$ cat src/include/scs_pkg.sv
package scs_pkg;

  // ---------------------------------------------------------------
  // Register offsets (byte addresses, one word each)
  // ---------------------------------------------------------------
  localparam logic [7:0] OFS_CTRL = 8'h00;
  localparam logic [7:0] OFS_CFG = 8'h04;
  localparam logic [7:0] OFS_STAT = 8'h08;
  localparam logic [7:0] OFS_INT_STS = 8'h0c;
  localparam logic [7:0] OFS_INT_EN = 8'h10;
  localparam logic [7:0] OFS_INT_CLR = 8'h14;
  localparam logic [7:0] OFS_TRIM = 8'h18;

  // ---------------------------------------------------------------
  // Field positions
  // ---------------------------------------------------------------
  localparam int CTRL_EXT_EN = 0;
  localparam int CTRL_RC48_EN = 1;
  localparam int CTRL_PLL_EN = 2;
  localparam int CTRL_FAIL_DET_EN = 3;
  localparam int CFG_SYS_SEL = 0;
  localparam int CFG_PLL_REF = 2;
  localparam int CFG_PLL_MUL = 4;
  localparam int CFG_PLL_DIV = 8;
  localparam int CFG_AHB_DIV = 12;
  localparam int CFG_APB1_DIV = 16;
  localparam int CFG_APB2_DIV = 20;
  localparam int INT_EXT_FAIL = 0;
  localparam int INT_PLL_LOCK = 1;
  localparam int INT_TRIM_SYNC = 2;
  localparam int TRIM_MANUAL = 0;
  localparam int TRIM_AUTO_EN = 8;
  localparam int TRIM_VALUE = 16;

  // ---------------------------------------------------------------
  // Reset values
  // ---------------------------------------------------------------
  localparam logic [3:0] CTRL_RST = 4'h0;
  localparam logic [23:0] CFG_RST = 24'h000000;
  localparam logic [2:0] INT_EN_RST = 3'h0;
  localparam logic [8:0] TRIM_CFG_RST = 9'h000;
  localparam logic [7:0] TRIM_BASE_RST = 8'h40;

  // ---------------------------------------------------------------
  // Clock source codes and switch states
  // ---------------------------------------------------------------
  localparam logic [1:0] SRC_RC8 = 2'h0;
  localparam logic [1:0] SRC_RC48 = 2'h1;
  localparam logic [1:0] SRC_PLL = 2'h2;
  localparam logic [1:0] SRC_EXT = 2'h3;
  localparam logic [1:0] REF_RC8 = 2'h0;
  localparam logic [1:0] REF_RC48 = 2'h1;
  localparam logic [1:0] REF_EXT = 2'h2;
  localparam logic [3:0] PLL_MUL_MAX = 4'he;

  typedef enum logic [1:0] {SCS_ST_RUN, SCS_ST_WAIT, SCS_ST_HOLD} scs_state_e;

  // ---------------------------------------------------------------
  // Timing
  // ---------------------------------------------------------------
  localparam int CLK_MHZ = 250;
  localparam int FAIL_NS = 1000;
  localparam int FAIL_CYC = (FAIL_NS * CLK_MHZ) / 1000;
  localparam logic [4:0] PLL_LOCK_TICKS = 5'd16;
  localparam logic [15:0] TRIM_EXPECT = 16'd48000;
  localparam logic [15:0] TRIM_TOL = 16'd24;

endpackage : scs_pkg

$ cat src/core/scs_top.sv
`timescale 1ns/1ps
// How it works
// - Software picks the core system clock from the 8 MHz RC, the 48 MHz RC, the PLL or the external oscillator.
// - The PLL reference is one of the 8 MHz RC, the 48 MHz RC or the external oscillator.
// - A programmable multiplier and divider together set the PLL output rate.
// - Every reset selects the 8 MHz RC as system clock; software may switch afterwards.
// - A detected failure of the external oscillator moves the system clock to the 8 MHz RC by itself.
// - That failure raises an interrupt only when its enable is set.
// - The main bus clock is the system clock through a programmable divider.
// - Each peripheral bus clock is the main bus clock through its own programmable divider.
// - The 48 MHz RC is trimmed automatically against a sync input, with a manual offset on top.
// - Stop mode turns off the external oscillator, the 8 MHz RC and the PLL, keeping all registers.
module scs_top (
  input wire logic pclk,
  input wire logic presetn,
  input wire logic psel,
  input wire logic penable,
  input wire logic pwrite,
  input wire logic [7:0] paddr,
  input wire logic [31:0] pwdata,
  output logic [31:0] prdata,
  output logic pready,
  output logic pslverr,
  input wire logic tick_rc8,
  input wire logic tick_rc48,
  input wire logic tick_ext,
  input wire logic rdy_rc8,
  input wire logic rdy_rc48,
  input wire logic rdy_ext,
  input wire logic trim_sync,
  input wire logic stop_mode,
  output logic en_rc8,
  output logic en_rc48,
  output logic en_ext,
  output logic en_pll,
  output logic core_clk_en,
  output logic ahb_clk_en,
  output logic apb1_clk_en,
  output logic apb2_clk_en,
  output logic [7:0] rc48_trim,
  output logic irq
);
  import scs_pkg::*;

  typedef struct packed {
    logic [3:0] ctrl;
    logic [23:0] cfg;
    logic [2:0] int_sts;
    logic [2:0] int_en;
    logic [8:0] trim_cfg;
    logic [1:0] act;
    scs_state_e st;
    logic ext_fail;
    logic [8:0] fail_cnt;
    logic [4:0] lock_cnt;
    logic pll_lock;
    logic [6:0] pll_acc;
    logic pll_tick;
    logic core_en;
    logic [3:0] osc_en;
    logic [31:0] prdata;
    logic pready;
    logic pslverr;
    logic irq;
  } scs_top_s;

  scs_top_s s_q;
  scs_top_s s_d;
  logic [7:0] trim_val;
  logic trim_evt;
  logic ahb_en;
  logic apb1_en;
  logic apb2_en;

  // ---------------------------------------------------------------
  // Helpers
  // ---------------------------------------------------------------
  // Picks one of four per-source bits by source code
  function automatic logic src_pick(input logic [1:0] sel, input logic [3:0] v);
    src_pick = v[sel];
  endfunction : src_pick

  // Picks the PLL reference bit; the spare code falls back to the 8 MHz RC
  function automatic logic ref_pick(input logic [1:0] sel, input logic [2:0] v);
    ref_pick = (sel == REF_RC48) ? v[1] : ((sel == REF_EXT) ? v[2] : v[0]);
  endfunction : ref_pick

  function automatic logic mapped(input logic [7:0] a);
    mapped = (a == OFS_CTRL) || (a == OFS_CFG) || (a == OFS_STAT) || (a == OFS_INT_STS) ||
             (a == OFS_INT_EN) || (a == OFS_INT_CLR) || (a == OFS_TRIM);
  endfunction : mapped

  // ---------------------------------------------------------------
  // Combined next-state logic
  // ---------------------------------------------------------------
  logic [1:0] sel;
  logic [1:0] pref;
  logic [3:0] mul;
  logic [4:0] pdiv;
  logic ext_ok;
  logic ref_tick;
  logic ref_rdy;
  logic [3:0] ticks;
  logic [3:0] rdys;
  logic [2:0] int_set;
  logic [2:0] int_clr;
  logic wr;
  logic [7:0] acc_n;

  always_comb begin
    s_d = s_q;
    sel = s_q.cfg[CFG_SYS_SEL +: 2];
    pref = s_q.cfg[CFG_PLL_REF +: 2];
    mul = (s_q.cfg[CFG_PLL_MUL +: 4] > PLL_MUL_MAX) ? PLL_MUL_MAX : s_q.cfg[CFG_PLL_MUL +: 4];
    pdiv = {1'b0, s_q.cfg[CFG_PLL_DIV +: 4]} + 5'd1;
    ext_ok = rdy_ext && !s_q.ext_fail;
    int_set = 3'h0;
    int_clr = 3'h0;
    wr = psel && penable && s_q.pready && pwrite && !s_q.pslverr;
    s_d.pready = 1'b0;
    s_d.pslverr = 1'b0;

    // Oscillator enables, all but the 48 MHz RC gated off in stop mode; registers keep their values
    s_d.osc_en[0] = !stop_mode;
    s_d.osc_en[1] = s_q.ctrl[CTRL_RC48_EN];
    s_d.osc_en[2] = s_q.ctrl[CTRL_EXT_EN] && !stop_mode;
    s_d.osc_en[3] = s_q.ctrl[CTRL_PLL_EN] && !stop_mode;

    // PLL reference and rate accumulator: ref * (mul + 2) / (div + 1)
    ref_tick = ref_pick(pref, {tick_ext && ext_ok, tick_rc48, tick_rc8});
    ref_rdy = ref_pick(pref, {ext_ok, rdy_rc48, rdy_rc8});
    // Output saturates at one tick per pclk; the accumulator is clamped
    acc_n = {1'b0, s_q.pll_acc} + (ref_tick ? {4'h0, mul} + 8'd2 : 8'd0);
    s_d.pll_tick = 1'b0;
    if (!s_q.osc_en[3] || !s_q.pll_lock) begin
      s_d.pll_acc = 7'h0;
    end else begin
      if (acc_n >= {3'h0, pdiv}) begin
        s_d.pll_tick = 1'b1;
        acc_n = acc_n - {3'h0, pdiv};
      end
      s_d.pll_acc = (acc_n > 8'd64) ? 7'd64 : acc_n[6:0];
    end

    // Lock after a fixed number of reference ticks
    if (!s_q.osc_en[3] || !ref_rdy) begin
      s_d.lock_cnt = 5'h0;
      s_d.pll_lock = 1'b0;
    end else if (ref_tick && !s_q.pll_lock) begin
      s_d.lock_cnt = s_q.lock_cnt + 5'h1;
      if (s_q.lock_cnt + 5'h1 == PLL_LOCK_TICKS) begin
        s_d.pll_lock = 1'b1;
        int_set[INT_PLL_LOCK] = 1'b1;
      end
    end

    // External oscillator watchdog: too long without a tick is a failure
    if (!s_q.ctrl[CTRL_EXT_EN]) begin
      s_d.ext_fail = 1'b0;
      s_d.fail_cnt = 9'h0;
    end else if (tick_ext || !rdy_ext || !s_q.ctrl[CTRL_FAIL_DET_EN]) begin
      s_d.fail_cnt = 9'h0;
    end else if (!s_q.ext_fail && !stop_mode) begin
      s_d.fail_cnt = s_q.fail_cnt + 9'h1;
      if (s_q.fail_cnt == 9'(FAIL_CYC - 1)) begin
        s_d.ext_fail = 1'b1;
        int_set[INT_EXT_FAIL] = 1'b1;
      end
    end

    // Source tick and ready vectors indexed by source code
    ticks = {tick_ext && ext_ok, s_q.pll_tick, tick_rc48, tick_rc8};
    rdys = {ext_ok, s_q.pll_lock, rdy_rc48, rdy_rc8};

    // Switch sequence: wait for the new source, then hand over right after an old tick
    s_d.core_en = src_pick(s_q.act, ticks);
    case (s_q.st)
      SCS_ST_RUN: begin
        if (sel != s_q.act) begin
          s_d.st = SCS_ST_WAIT;
        end
      end
      SCS_ST_WAIT: begin
        if (sel == s_q.act) begin
          s_d.st = SCS_ST_RUN;
        end else if (src_pick(sel, rdys)) begin
          s_d.st = SCS_ST_HOLD;
        end
      end
      SCS_ST_HOLD: begin
        // Cutting over just after an old pulse keeps every pulse whole
        if (src_pick(s_q.act, ticks) || !src_pick(s_q.act, rdys)) begin
          s_d.act = sel;
          s_d.st = SCS_ST_RUN;
        end else if (!src_pick(sel, rdys)) begin
          s_d.st = SCS_ST_WAIT;
        end
      end
      default: begin
        s_d.st = SCS_ST_RUN;
      end
    endcase

    // Failure fallback overrides any switch in flight
    if (int_set[INT_EXT_FAIL] && (s_q.act == SRC_EXT || (s_q.act == SRC_PLL && pref == REF_EXT))) begin
      s_d.act = SRC_RC8;
      s_d.st = SCS_ST_RUN;
      s_d.core_en = 1'b0;
    end

    // APB setup phase: prepare read data and answer in the access phase
    if (psel && !penable) begin
      s_d.pready = 1'b1;
      s_d.pslverr = !mapped(paddr);
      case (paddr)
        OFS_CTRL: s_d.prdata = {28'h0, s_q.ctrl};
        OFS_CFG: s_d.prdata = {8'h0, s_q.cfg};
        OFS_STAT: s_d.prdata = {24'h0, rdy_rc48, rdy_rc8, ext_ok, s_q.ext_fail, s_q.pll_lock,
                                s_q.st != SCS_ST_RUN, s_q.act};
        OFS_INT_STS: s_d.prdata = {29'h0, s_q.int_sts};
        OFS_INT_EN: s_d.prdata = {29'h0, s_q.int_en};
        OFS_TRIM: s_d.prdata = {8'h0, trim_val, 7'h0, s_q.trim_cfg};
        default: s_d.prdata = 32'h0;
      endcase
    end

    // APB access phase writes
    if (wr) begin
      case (paddr)
        OFS_CTRL: s_d.ctrl = pwdata[3:0];
        OFS_CFG: begin
          s_d.cfg = pwdata[23:0];
          // Failover is sticky: no return to a failed external source
          if (s_q.ext_fail && pwdata[CFG_SYS_SEL +: 2] == SRC_EXT) begin
            s_d.cfg[CFG_SYS_SEL +: 2] = SRC_RC8;
          end
        end
        OFS_INT_EN: s_d.int_en = pwdata[2:0];
        OFS_INT_CLR: int_clr = pwdata[2:0];
        OFS_TRIM: s_d.trim_cfg = pwdata[8:0];
        default: s_d.cfg = s_q.cfg;
      endcase
    end
    if (int_set[INT_EXT_FAIL] && sel == SRC_EXT) begin
      s_d.cfg[CFG_SYS_SEL +: 2] = SRC_RC8;
    end

    // Sticky status: a set in the same cycle as a clear wins
    int_set[INT_TRIM_SYNC] = trim_evt;
    s_d.int_sts = (s_q.int_sts & ~int_clr) | int_set;
    s_d.irq = |(s_q.int_sts & s_q.int_en);
  end

  // ---------------------------------------------------------------
  // State register
  // ---------------------------------------------------------------
  always_ff @(posedge pclk or negedge presetn) begin
    if (!presetn) begin
      s_q <= '0;
      s_q.ctrl <= CTRL_RST;
      s_q.cfg <= CFG_RST;
      s_q.int_en <= INT_EN_RST;
      s_q.trim_cfg <= TRIM_CFG_RST;
      s_q.act <= SRC_RC8;
      s_q.st <= SCS_ST_RUN;
      s_q.osc_en <= 4'h1;
    end else begin
      s_q <= s_d;
    end
  end

  // ---------------------------------------------------------------
  // Bus clock dividers and trim unit
  // ---------------------------------------------------------------
  scs_div u_ahb_div (
    .pclk(pclk),
    .presetn(presetn),
    .tick_in(s_q.core_en),
    .div(s_q.cfg[CFG_AHB_DIV +: 4]),
    .tick_out(ahb_en)
  );

  scs_div u_apb1_div (
    .pclk(pclk),
    .presetn(presetn),
    .tick_in(ahb_en),
    .div(s_q.cfg[CFG_APB1_DIV +: 4]),
    .tick_out(apb1_en)
  );

  scs_div u_apb2_div (
    .pclk(pclk),
    .presetn(presetn),
    .tick_in(ahb_en),
    .div(s_q.cfg[CFG_APB2_DIV +: 4]),
    .tick_out(apb2_en)
  );

  scs_trim u_trim (
    .pclk(pclk),
    .presetn(presetn),
    .tick_48(tick_rc48),
    .sync_in(trim_sync),
    .auto_en(s_q.trim_cfg[TRIM_AUTO_EN]),
    .manual(s_q.trim_cfg[TRIM_MANUAL +: 8]),
    .trim_out(trim_val),
    .sync_evt(trim_evt)
  );

  // ---------------------------------------------------------------
  // Outputs
  // ---------------------------------------------------------------
  assign prdata = s_q.prdata;
  assign pready = s_q.pready;
  assign pslverr = s_q.pslverr;
  assign en_rc8 = s_q.osc_en[0];
  assign en_rc48 = s_q.osc_en[1];
  assign en_ext = s_q.osc_en[2];
  assign en_pll = s_q.osc_en[3];
  assign core_clk_en = s_q.core_en;
  assign ahb_clk_en = ahb_en;
  assign apb1_clk_en = apb1_en;
  assign apb2_clk_en = apb2_en;
  assign rc48_trim = trim_val;
  assign irq = s_q.irq;

endmodule : scs_top

$ cat src/core/scs_div.sv
`timescale 1ns/1ps
// Divides a stream of one-cycle ticks by (div + 1)
module scs_div (
  input wire logic pclk,
  input wire logic presetn,
  input wire logic tick_in,
  input wire logic [3:0] div,
  output logic tick_out
);
  import scs_pkg::*;

  typedef struct packed {
    logic [3:0] cnt;
    logic out;
  } scs_div_s;

  scs_div_s s_q;
  scs_div_s s_d;

  // ---------------------------------------------------------------
  // Counter
  // ---------------------------------------------------------------
  // A new ratio takes effect at once; a count at or past it wraps on the next input tick
  always_comb begin
    s_d = s_q;
    s_d.out = 1'b0;
    if (tick_in) begin
      if (s_q.cnt >= div) begin
        s_d.cnt = 4'h0;
        s_d.out = 1'b1;
      end else begin
        s_d.cnt = s_q.cnt + 4'h1;
      end
    end
  end

  always_ff @(posedge pclk or negedge presetn) begin
    if (!presetn) begin
      s_q <= '0;
    end else begin
      s_q <= s_d;
    end
  end

  assign tick_out = s_q.out;

endmodule : scs_div

$ cat src/core/scs_trim.sv
`timescale 1ns/1ps
// Trims the fast internal oscillator against a sync pulse
module scs_trim (
  input wire logic pclk,
  input wire logic presetn,
  input wire logic tick_48,
  input wire logic sync_in,
  input wire logic auto_en,
  input wire logic [7:0] manual,
  output logic [7:0] trim_out,
  output logic sync_evt
);
  import scs_pkg::*;

  typedef struct packed {
    logic [15:0] cnt;
    logic [7:0] base;
    logic [7:0] out;
    logic evt;
  } scs_trim_s;

  scs_trim_s s_q;
  scs_trim_s s_d;

  // ---------------------------------------------------------------
  // Tick count per sync window, step trim up or down
  // ---------------------------------------------------------------
  // Manual offset adds on top, so software can start near target
  always_comb begin
    s_d = s_q;
    s_d.evt = 1'b0;
    if (tick_48 && s_q.cnt != 16'hffff) begin
      s_d.cnt = s_q.cnt + 16'h1;
    end
    if (sync_in) begin
      s_d.cnt = 16'h0;
      s_d.evt = 1'b1;
      if (auto_en) begin
        if (s_q.cnt < TRIM_EXPECT - TRIM_TOL && s_q.base != 8'hff) begin
          s_d.base = s_q.base + 8'h1;
        end else if (s_q.cnt > TRIM_EXPECT + TRIM_TOL && s_q.base != 8'h00) begin
          s_d.base = s_q.base - 8'h1;
        end
      end
    end
    s_d.out = s_q.base + manual;
  end

  always_ff @(posedge pclk or negedge presetn) begin
    if (!presetn) begin
      s_q <= '0;
      s_q.base <= TRIM_BASE_RST;
      s_q.out <= TRIM_BASE_RST;
    end else begin
      s_q <= s_d;
    end
  end

  assign trim_out = s_q.out;
  assign sync_evt = s_q.evt;

endmodule : scs_trim

$ cat config.mk
export PLATFORM = sky130hd
export DESIGN_NAME = scs_top
export DESIGN_NICKNAME = d
export VERILOG_FILES = /design/src/include/scs_pkg.sv /design/src/core/scs_top.sv /design/src/core/scs_div.sv /design/src/core/scs_trim.sv
export SDC_FILE = /design/constraint.sdc
export NUM_CORES = 1
export LEC_CHECK = 0
export BUFFER_PORTS_ARGS = -buffer_cell sky130_fd_sc_hd__buf_2
export CELL_PAD_IN_SITES_DETAIL_PLACEMENT = 1
export CELL_PAD_IN_SITES_GLOBAL_PLACEMENT = 1
export CORE_UTILIZATION = 41
export DETAILED_ROUTE_END_ITERATION = 7
export PLACE_DENSITY_LB_ADDON = 0.15
export SETUP_SLACK_MARGIN = 0.1
export SLEW_MARGIN = 20
export SYNTH_ARGS = -nofsm -noshare
export SYNTH_HDL_FRONTEND = slang
export SYNTH_SLANG_ARGS = --single-unit
$ cat constraint.sdc
create_clock -name pclk -period 4.1 [get_ports pclk]
set_clock_uncertainty 0.2 [all_clocks]
set_input_delay 0.615 -clock pclk [delete_from_list [all_inputs] [get_ports pclk]]
set_output_delay 0.615 -clock pclk [all_outputs]
set_load 0.005 [all_outputs]
==> results.md, run 1 <==
- Status: complete, no violations
- Total number of placement rows: 52
- Global-route wire length before repair: 36,300 um
- Pins over their slew limit: 0
- Die Span Y: ~150 um
- Number of antenna violations at the first check in global routing: 0
- Remaining number of nets flagged by the antenna check after routing: 0
- Clock insertion delay at the later pin of the skew report: about 0.43 ns
- Drc violations: 0
- Yosys top cell area share: about 43%
- Overall track demand over capacity in global routing: between 20% and 30%
- Post-layout minimum cycle time: 3.92 ns
- Max-cap violations: 0
- Post-synth top flop: dfrtp_1
- I/O pin total: 104
- Synth area leaders: dfrtp_1, ha_1, mux2_2, nand2_1, buf_4
- Starting density of the core: 42.3%
- Post-Syn Instances: about 880
- First-pass DRT Iterations: 4
- Endpoint type of the worst setup path: register
- Number of flops mapped to enable cells by yosys: 0
- Via count: about 6,600
- Worst slew margin relative to its limit: between 40 and 50%
- Average routed wire per standard cell: 17.7 um
- Final hold violation count: 0
- Worst setup slack after placement: -0.326 ns
- Worst Setup Slack, final: 0.177 ns
- Clock tree from TritonCTS: built
- Number of clock buffers inserted by TritonCTS: 17
- Critical Path Source Type: register
- Classification of the worst-slack hold path: primary input to asynchronous set/reset pin
- Gp weighted congestion: 0.773
- Clock transition at the registers of the reported paths: 0.06 ns
- Share of post-route cells with drive strength above 1: 26.1%
- Async set-reset flop share out of synthesis: between 90% and 100%
- CTS Root Cell: clkbuf_16
- Crit share post-route: 95.7%
- Clock power share: between 40 and 50%
- Portion of the post-synthesis area used by sequential elements: a little over two fifths
- Via count of the first global-routing pass: between 6,000 and 7,000
- Worst slew pin tran: roughly 0.77 ns
- Vias per cell: approximately 5.3
- CTS H-Tree Depth: 4
- Post-synthesis sequential element count: 151
- Final core area utilization: between 50% and 60%
- Maximum number of pins on one net before global-route repair: 70
- NetSw: a little under 1 mW
- Fraction of power spent switching nets: between 20% and 30%
- Net total in the final layout: ~1,100
- Area of the mapped netlist: about 0.0086 sq mm
- Top cells by count, synth: dfrtp_1, nand2_1, nor2_1
- Comb pwr share: roughly a tenth
- Endpoint arrival time on the critical path: 4.06 ns
- Fmax achieved: 255 MHz
- Data required time at the worst endpoint: about 4.2 ns
- Placed wire-length estimate: 16,200 um
- Overall power consumption: 3.58 mW
- Buffers from clock root to sink, at most: 2
- Share of power burned in registers: 45.0%
- Cell area power density: 351 mW/mm^2
- Area of the die: 0.0217 sq mm
- 1st-iter DRT viols: between 200 and 300
- Die width: around 150 um
- Total clock sinks: ~150
- Cell type contributing the most total cell area after synthesis: dfrtp_1
- Layout fillers: 2,351
- Number of buffers added on ports: 87
- Static leakage power: about 4.9 nW
- Layout overhead on the synthesized area: 18.3%
- Most repeated cell in the gate-level netlist after synthesis: dfrtp_1
- Wire length after detailed routing: between 20,000 and 25,000 um
- Biggest fanout along the worst timing path: 6
- Synth warn: 0
- Diode insertion count for antenna repair: 0
- Number of distinct library cell variants in the gate-level netlist after synthesis: roughly 70
- Critical setup path kind: register to register
- Core area: 0.0204 sq mm
- Grt total ovfl: 0
- Peak supply drop: 0.298 mV
- Synthesized area per cell: 9.78 sq um
- Setup repair after global routing missed its margin: yes
- Power Internal: roughly 2.6 mW
- Endpoints failing setup: 0
## routing by layer
| metal | part of all wire [%] | vias up | track usage [%] |
|---|---|---|---|
| met2 | 47 | 101 | 34.2 |
| met5 | 0 | - | 0 |
| met1 | 48 | 3279 | 30.5 |
| met3 | 3.4 | 18 | 3.29 |
| met4 | 1.1 | 0 | 5.88 |
| li1 | - | 3233 | - |
## layout make-up
| class | count | area, sq um | share of cell area (%) |
|---|---|---|---|
| Multi-Input combinational cell | 626 | 4530 | 44.3 |
| Clock buffer | 18 | 429 | 4.20 |
| Timing Repair Buffer | 135 | 802 | 7.85 |
| Clock inverter | 14 | 161 | 1.58 |
| Tap cell | 270 | 338 | 3.31 |
| Sequential cell | 151 | 3780 | 37.0 |
| Inverter | 47 | 176 | 1.73 |
## worst paths after layout
check	from	to	slack [ns]	cells past startpoint
hold / removal	presetn	s_q[47]	0.005	1
setup / recovery	s_q[63]	s_q[44]	0.18	18
max in group asynchronous	presetn	u_trim.trim_out[6]	2.76	2
hold reg to reg	s_d[36]	en_rc48	0.20	0
setup reg to reg	s_q[63]	s_q[44]	0.18	18
min in group pclk	stop_mode	en_rc8	0.18	2
## per-stage QoR
step / cell area, sq um / instances / TNS [ns] / hold WS, ns
finish: 10200 / 1261 / 0 / 0.00503
global route: 10200 / 1261 / -0.00328 / 0.0610
CTS: 10100 / 1259 / 0 / 0.0339
detailed placement: 9420 / 1225 / -2.14 / 0.193
global placement: 9420 / 1225 / -1.55 / 0.192
floorplan: 8700 / 890 / 0 / 0.119
## power by group through the flow
stage / Combinational [mW] / Sequential [mW] / Clock, mW
after global placement: 0.339 / 1.64 / 0
final: 0.361 / 1.61 / 1.61
after global routing: 0.416 / 1.63 / 1.70
after floorplan: 0.228 / 1.62 / 0
after detailed placement: 0.352 / 1.64 / 0
after CTS: 0.360 / 1.62 / 1.64
## logic make-up (layout without fill, tap and decap cells)
kind of cell	Yosys count	in the layout	synth area share, %
adders and majority gates	49	49	7.44
xor gates and xnor gates	52	52	5.27
DFF	151	151	43.8
and+or+nand+nor	292	292	16.8
muxes	55	55	7.11
AOI/OAI and AO/OA	170	170	12.8
other	1	8	0.0434
buffers and inverters	113	214	6.71
## registers in the layout (all words and copies together) (netlist names), 2 cells and up
| name | count |
|---|---|
| u_apb2_div.s_q | 4 |
| prdata | 24 |
| u_apb1_div.s_q | 4 |
| s_q | 67 |
| u_trim.s_q | 24 |
| pref | 2 |
| u_trim.trim_out | 8 |
| u_ahb_div.s_q | 4 |
## critical path, cell delays in order, from the launching register on
cell      delay [ns]
dfrtp_1         0.42
nor2b_4         0.15
a311oi_2        0.10
a21o_1          0.22
inv_2           0.08
and3_4          0.19
ha_4            0.14
inv_2           0.04
fa_2            0.39
nor2b_4         0.16
o22ai_4         0.08
xnor2_2         0.16
ha_1            0.22
a41o_2          0.27
o21a_4          0.26
nor3_4          0.21
a311oi_2        0.07
o21a_4          0.25
nor4b_2         0.21
## repair_timing
action | in CTS | in global routing
setup endpoints to repair | 7 | 7
pin swaps | 4 | 9
hold endpoints to repair | 0 | 0
gates resized for setup | 8 | 25
setup buffers | 2 | 2
hold buffers | 0 | 0
## layout by cell type, fill, tap and decap left out, types with 5 or more instances in the layout
cell / instances
o21ai_0: 51
buf_4: 48
nand2b_1: 7
mux2_2: 38
nor2b_1: 9
inv_6: 8
dfrtp_1: 148
xor2_1: 23
xnor2_1: 26
nand4_1: 12
nand3_1: 34
nand2_1: 91
and2_1: 7
nor2_1: 62
a31oi_1: 7
ha_1: 42
nor3_1: 15
or3_1: 8
nor3b_1: 5
a211oi_1: 7
inv_1: 44
a21o_1: 22
buf_2: 86
clkbuf_16: 17
conb_1: 8
a22oi_1: 16
mux2i_1: 14
a21oi_1: 28
(Power assumes the default switching activity.)
==> run 2, diff against run 1 <==
- ABC_AREA: unset -> 1
- CORE_UTILIZATION: 41 -> 40
- CTS_BUF_LIST: unset -> sky130_fd_sc_hd__clkbuf_8 sky130_fd_sc_hd__clkbuf_16
- SLEW_MARGIN: 20 -> unset
==> run 2 against run 1 <==
Synthesized cell count up 19%. Core utilization down 1.5 points. Largest power group is now clock. Sequential share of layout area barely moved. Setup slack worse by 0.11 ns. Critical path depth is 11 higher. Highest routed layer unchanged. The run now ends with hold timing left. Non-clock buffer count down 1. Flip-flop and latch count stayed put. Cell area about the same. Largest cell class unchanged.
==> results.md, run 2 <==
- Status: finished with violations
- Violated checks: hold timing
- Most common library cell in the layout ignoring fill and taps: nand2_1
- Static leakage power: 5.20 nW (+5.9%)
- Critical setup path kind: register to register
- Worst slew pin tran: 1.20 ns (+0.431 ns)
- Crit share post-route: 98.3% (+2.6 points)
- Number of clock buffers inserted by TritonCTS: 17 (unchanged)
- Critical Path Source Type: register
- Worst slew margin relative to its limit: 20.2% (-29 points)
- Post-synthesis sequential element count: 151 (unchanged)
- DR WL met3: 725 um (-4.6%)
- Wire length after detailed routing: 23,200 um (+4.0%)
- CTS H-Tree Depth: 4 (unchanged)
- Number of antenna violations at the first check in global routing: 0 (unchanged)
- Most frequent cells in the layout: nand2_1, dfrtp_1, inv_1
- Post-Place Cells: 1,401 (+14%)
- Number of distinct library cell variants in the gate-level netlist after synthesis: 50 (-26%)
- Core area: 0.0211 sq mm (+3.2%)
- Overall track demand over capacity in global routing: 22.1% (+0.54 points)
- Layout overhead on the synthesized area: 18.3% (about the same)
- Share of power burned in registers: 44.7% (-0.3 points)
- Worst setup slack after placement: -0.420 ns (-0.0937 ns)
- Max layer used: met4
- Portion of the post-synthesis area used by sequential elements: 43.8% (about the same)
- Share of post-route cells with drive strength above 1: 20.6% (-5.6 points)
- Worst reg2reg path startpoint: pref[1]
- Placed wire-length estimate: 17,100 um (+5.5%)
- Data required time at the worst endpoint: 4.26 ns (+0.03 ns)
- Max-cap violations: 0 (unchanged)
- Post-layout minimum cycle time: 4.03 ns (+0.108 ns)
- Crit path buffers/inverters: 6 (+4)
- Biggest fanout along the worst timing path: 8 (+2)
- Vias per cell: 5.06 (-3.7%)
- Number of buffers added on ports: 87 (unchanged)
- Metal1 wirelength: 11,200 um (+3.3%)
- Total Neg Setup Slack: 0 ns (unchanged)
- Drc violations: 0 (unchanged)
- Fraction of power spent switching nets: 25.3% (-1.5 points)
- Most numerous cell on the critical path: inv_2
- Most repeated cell in the gate-level netlist after synthesis: nand2_1
- Maximum number of pins on one net before global-route repair: 76 (+8.6%)
- Average routed wire per standard cell: 16.1 um (-9.3%)
- Grt total ovfl: 0 (unchanged)
- I/O pin total: 104 (unchanged)
- Diode insertion count for antenna repair: 0 (unchanged)
- Total clock sinks: 151 (unchanged)
- 1st-iter DRT viols: 239 (-19%)
- Endpoint arrival time on the critical path: 4.19 ns (+0.13 ns)
- Comb pwr share: 8.4% (-1.7 points)
- Slowest library cell on the worst path: dfrtp_1
- Pins over their slew limit: 0 (unchanged)
- Endpoint type of the worst setup path: register
- Setup repair after global routing missed its margin: yes
- Gp weighted congestion: 0.820 (+6.1%)
- Die Span Y: 149 um (+1.2%)
- Final-layout worst hold slack: -0.0212 ns (-0.0262 ns)
- Area of the mapped netlist: 0.00864 sq mm (about the same)
- Number of hold buffers added after cts: 0 (unchanged)
- Via count of the first global-routing pass: 7,610 (+11%)
- Clock power share: 47.0% (+2.1 points)
- Final hold violation count: 8 (+8)
- Clock insertion delay at the later pin of the skew report: 0.44 ns (about the same)
- Endpoints failing setup: 0 (unchanged)
- Flip-flop count of the largest register after layout: 67 (unchanged)
- CTS Root Cell: clkbuf_16
- Cell type contributing the most total cell area after synthesis: dfrtp_1
- NetSw: 0.897 mW (-6.6%)
- First-pass DRT Iterations: 4 (unchanged)
- Peak supply drop: 0.257 mV (-14%)
- Async set-reset flop share out of synthesis: 100% (unchanged)
- Buffers from clock root to sink, at most: 2 (unchanged)
- Via count: 7,323 (+10%)
- Cell area power density: 346 mW/mm^2 (-1.2%)
- Final core area utilization: 48.5% (-1.5 points)
- Synth warn: 0 (unchanged)
- Total number of placement rows: 53 (+1.9%)
- Clock transition at the registers of the reported paths: 0.06 ns (about the same)
- Global-route wire length before repair: 38,400 um (+5.7%)
- Classification of the worst-slack hold path: primary input to asynchronous set/reset pin
- Net total in the final layout: 1,260 (+17%)
- Post-Syn Instances: 1,055 (+19%)
- Layout fillers: 2,597 (+10%)
- Worst Setup Slack, final: 0.0686 ns (-0.108 ns)
- Met2 WL post-DR: 11,200 um (+6.1%)
- Synthesized area per cell: 8.19 sq um (-16%)
- Cell class contributing the biggest share of worst-path delay: simple AND/OR/NAND/NOR gates
- Post-route non-filler standard cell count: 1,446 (+15%)
- Synth area leaders: dfrtp_1, nand2_1, ha_1, inv_1, o21ai_0
- Yosys top cell area share: 42.9% (about the same)
- Number of flops mapped to enable cells by yosys: 0 (unchanged)
- Remaining number of nets flagged by the antenna check after routing: 0 (unchanged)
- Fmax achieved: 248 MHz (-2.7%)
- Top cells by count, synth: nand2_1, dfrtp_1, inv_1
- Post-synth top flop: dfrtp_1
- Worst setup path startpoint: pref[1]
- Clock tree from TritonCTS: built
- Starting density of the core: 41.0% (-1.3 points)
- Worst path max stage delay: 0.40 ns (-0.02 ns)
- Power Internal: 2.64 mW (+0.85%)
- Most flop-heavy register: s_q
- Die width: 149 um (+1.2%)
- Area of the die: 0.0222 sq mm (+2.5%)
[run 2: cell types whose count changed after synthesis, moves of 21 or more]
| cell | previous run | this run |
|---|---|---|
| nand2_1 | 91 | 221 |
| mux2_2 | 38 | 4 |
| a21o_1 | 22 | 1 |
| inv_1 | 47 | 137 |
| nor2_1 | 64 | 88 |
| a21oi_1 | 31 | 56 |
| o21ai_0 | 53 | 81 |
[run 2: metal layers]
metal | vias up | track usage, %
met4 | 0 | 4.80
met2 | 109 | 37.9
li1 | 3627 | -
met1 | 3574 | 29.2
met5 | - | 0
met3 | 13 | 3.58
[run 2: kinds of logic after synthesis]
| family | after synthesis | synth area share (%) |
|---|---|---|
| AOI/OAI and AO/OA | 186 | 12.0 |
| muxes | 4 | 0.521 |
| buffers and inverters | 201 | 10.6 |
| and+or+nand+nor | 433 | 22.5 |
| other | 1 | 0.0434 |
| xor gates and xnor gates | 30 | 3.04 |
| DFF | 151 | 43.8 |
| adders and majority gates | 49 | 7.44 |
[run 2: final timing paths]
check / endpoint / slack (ns) / cells past startpoint
max in group asynchronous: u_trim.s_q[15] / 2.83 / 2
hold / removal: prdata[11] / -0.02 / 1
min in group pclk: en_rc8 / 0.17 / 2
setup / recovery: s_q[41] / 0.07 / 29
hold reg to reg: en_rc48 / 0.22 / 0
setup reg to reg: s_q[41] / 0.07 / 29
[run 2: stage by stage]
step                      power [mW]  instance area, sq um
after global routing            3.69                 10200
after global placement          1.89                  9330
after detailed placement        1.90                  9330
after floorplan                 1.77                  8670
final                           3.54                 10200
after CTS                       3.58                 10100
[run 2: area by class of cell]
cell class	instances	area, sq um	area share (%)
clock buffer	19	453	4.43
clock inverter	13	169	1.65
inverter	144	541	5.29
multi-input combinational	710	4140	40.5
sequential	151	3780	37.0
tap	275	344	3.37
timing repair buffer	134	795	7.77
[run 2: timing repair]
item,4_1_cts,5_1_grt
gates cloned,0,0
pin swaps,9,23
buffers inserted,5,8
setup endpoints to repair,7,7
resized for setup,18,21
[run 2: worst register-to-register path: cells and delay by family, from the launching register on]
kind,cells,cell delay (ns)
compound gates,1,0.32
xor+xnor,1,0.18
fa+ha+maj,3,0.80
buf+inv,6,0.40
flops,1,0.40
simple gates,18,1.64
[run 2: power groups by stage]
stage / sequential [mW] / clock (mW) / combinational (mW)
finish: 1.58 / 1.66 / 0.296
global route: 1.59 / 1.76 / 0.342
CTS: 1.58 / 1.70 / 0.296
detailed placement: 1.61 / 0 / 0.289
global placement: 1.61 / 0 / 0.279
floorplan: 1.59 / 0 / 0.171
==> run 3, diff against run 2 <==
- CELL_PAD_IN_SITES_GLOBAL_PLACEMENT: 1 -> 2
- CORE_UTILIZATION: 40 -> 32
==> run 3 against run 2 <==
The flow finishes with violations (DRC). Setup slack worse by 0.0075 ns. Total power is 0.99% higher. Flip-flop and latch count stayed put. Critical path depth stayed put. Register-to-register slack hardly changed. Clock power hardly changed. Core utilization is 8.8 points lower. Routed wire length is 4.1% higher. Critical path type unchanged. Largest power group unchanged.
==> results.md, run 3 (synthesis gave the netlist of run 2 again) <==
- Endpoint arrival time on the critical path: 4.19 ns (about the same)
- Via count of the first global-routing pass: 7,513 (-1.3%)
- Overall track demand over capacity in global routing: 18.4% (-3.6 points)
- Wire length after detailed routing: 24,200 um (+4.1%)
- I/O pin total: 104 (unchanged)
- Data required time at the worst endpoint: 4.25 ns (about the same)
- Global-route wire length before repair: 40,300 um (+5.0%)
- Violated checks: DRC
- Gp weighted congestion: 0.769 (-6.2%)
- 1st-iter DRT viols: 320 (+34%)
- Clock tree from TritonCTS: built
- Buffers from clock root to sink, at most: 2 (unchanged)
- Clock transition at the registers of the reported paths: 0.06 ns (about the same)
- Net total in the final layout: 1,277 (+1.3%)
- Number of buffers added on ports: 87 (unchanged)
- Worst slew margin relative to its limit: 45.1% (+25 points)
- Max layer used: met4
- Remaining number of nets flagged by the antenna check after routing: 0 (unchanged)
- CTS Root Cell: clkbuf_16
- CTS H-Tree Depth: 4 (unchanged)
- Total Neg Setup Slack: 0 ns (unchanged)
- Endpoint type of the worst setup path: register
- Average routed wire per standard cell: 15.9 um (-1.1%)
- Endpoints failing setup: 0 (unchanged)
- Most numerous cell on the critical path: nand2_2
- Drc violations: 8 (+8)
- Max-cap violations: 0 (unchanged)
- Critical setup path kind: register to register
- Cell area after layout: 0.0104 sq mm (+2.0%)
- Peak supply drop: 0.257 mV (+0.24%)
- Layout fillers: 3,197 (+23%)
- DR WL met3: 691 um (-4.7%)
- Worst slew pin tran: 0.821 ns (-0.376 ns)
- Number of clock buffers inserted by TritonCTS: 17 (unchanged)
- Share of post-route cells with drive strength above 1: 22.1% (+1.5 points)
- Setup repair after global routing missed its margin: yes
- Pins over their slew limit: 0 (unchanged)
- Flip-flop count of the largest register after layout: 67 (unchanged)
- Post-route non-filler standard cell count: 1,523 (+5.3%)
- Die width: 166 um (+12%)
- Core area: 0.0263 sq mm (+25%)
- Number of antenna violations at the first check in global routing: 0 (unchanged)
- Most frequent cells in the layout: nand2_1, dfrtp_1, inv_1
- Metal1 wirelength: 12,100 um (+8.6%)
- Die Span Y: 166 um (+12%)
- Cell area power density: 343 mW/mm^2 (-1.0%)
- Fmax achieved: 248 MHz (-0.19%)
- Most flop-heavy register: s_q
- Post-Place Cells: 1,465 (+4.6%)
- Area of the die: 0.0277 sq mm (+25%)
- Worst setup path startpoint: s_q[63]
- Worst reg2reg path startpoint: s_q[63]
- Total number of placement rows: 59 (+11%)
- Slowest library cell on the worst path: dfrtp_1
- Critical Path Source Type: register
- Total clock sinks: 151 (unchanged)
- Placed wire-length estimate: 17,800 um (+3.7%)
- Worst path max stage delay: 0.40 ns (about the same)
- Maximum number of pins on one net before global-route repair: 76 (unchanged)
- Via count: 7,285 (-0.52%)
- Final hold violation count: 0 (-8)
- Grt total ovfl: 0 (unchanged)
- Status: finished with violations
- Layout overhead on the synthesized area: 20.7%
- Met2 WL post-DR: 11,300 um (+0.80%)
- Classification of the worst-slack hold path: primary input to asynchronous set/reset pin
- Starting density of the core: 32.9% (-8.1 points)
- Final core area utilization: 39.7% (-8.8 points)
- Biggest fanout along the worst timing path: 8 (unchanged)
- Most common library cell in the layout ignoring fill and taps: nand2_1
- Diode insertion count for antenna repair: 0 (unchanged)
- Vias per cell: 4.78 (-5.5%)
- Clock insertion delay at the later pin of the skew report: 0.42 ns (-0.02 ns)
- Area of placed instances: 0.00945 sq mm (+1.3%)
- Post-layout minimum cycle time: 4.04 ns (+0.00746 ns)
- First-pass DRT Iterations: 7 (+3)
- Static leakage power: 5.26 nW (+1.1%)
- Crit share post-route: 98.5% (+0.18 points)
==> run 3: through the flow <==
step | hold WS (ns) | power (mW) | setup WS [ns]
floorplan | 0.119 | 1.77 | 0.195
global placement | 0.209 | 1.90 | -0.323
detailed placement | 0.205 | 1.90 | -0.369
CTS | 0.0584 | 3.64 | 0.0798
global route | 0.0768 | 3.74 | -0.184
finish | 0.00361 | 3.58 | 0.0611
==> run 3: worst max-delay path, delay by kind of cell, from the launching register on <==
kind / cells / cell delay (ns)
fa+ha+maj: 3 / 0.84
buf+inv: 6 / 0.37
simple gates: 18 / 1.68
flops: 1 / 0.40
xor+xnor: 1 / 0.21
compound gates: 1 / 0.26
==> run 3: timing repair <==
action	CTS	global route
buffers inserted	22	4
setup endpoints to repair	7	11
pin swaps	13	26
resized for setup	19	24
hold buffers	0	0
==> run 3: area by class of cell <==
cell class	instances	area, sq um	share of cell area (%)
Clock inverter	15	203	1.94
Timing Repair Buffer	151	938	9.00
Tap cell	335	419	4.02
Inverter	144	541	5.18
Sequential cell	151	3780	36.3
Clock buffer	17	425	4.08
Multi-Input combinational cell	710	4120	39.5
==> run 3: final timing paths <==
path / end / slack (ns) / cells past startpoint
worst max-delay path: s_q[45] / 0.06 / 29
worst min-delay path: s_q[94] / 0.004 / 1
worst max register to register: s_q[45] / 0.06 / 29
worst min register to register: en_rc48 / 0.22 / 0
max in group asynchronous: s_q[87] / 2.79 / 2
min in group pclk: en_rc8 / 0.17 / 2
==> run 3: metal layers <==
metal,track usage (%),vias to the layer above
li1,-,3656
met3,2.74,6
met5,0,-
met1,26.1,3527
met4,4.59,0
met2,29.5,96
==> run 3: power breakdown <==
group          switching, mW  total, mW  internal [mW]
Sequential            0.0470       1.58           1.54
Combinational          0.183      0.298          0.116
Clock                  0.672       1.69           1.02
Total                  0.902       3.58           2.67
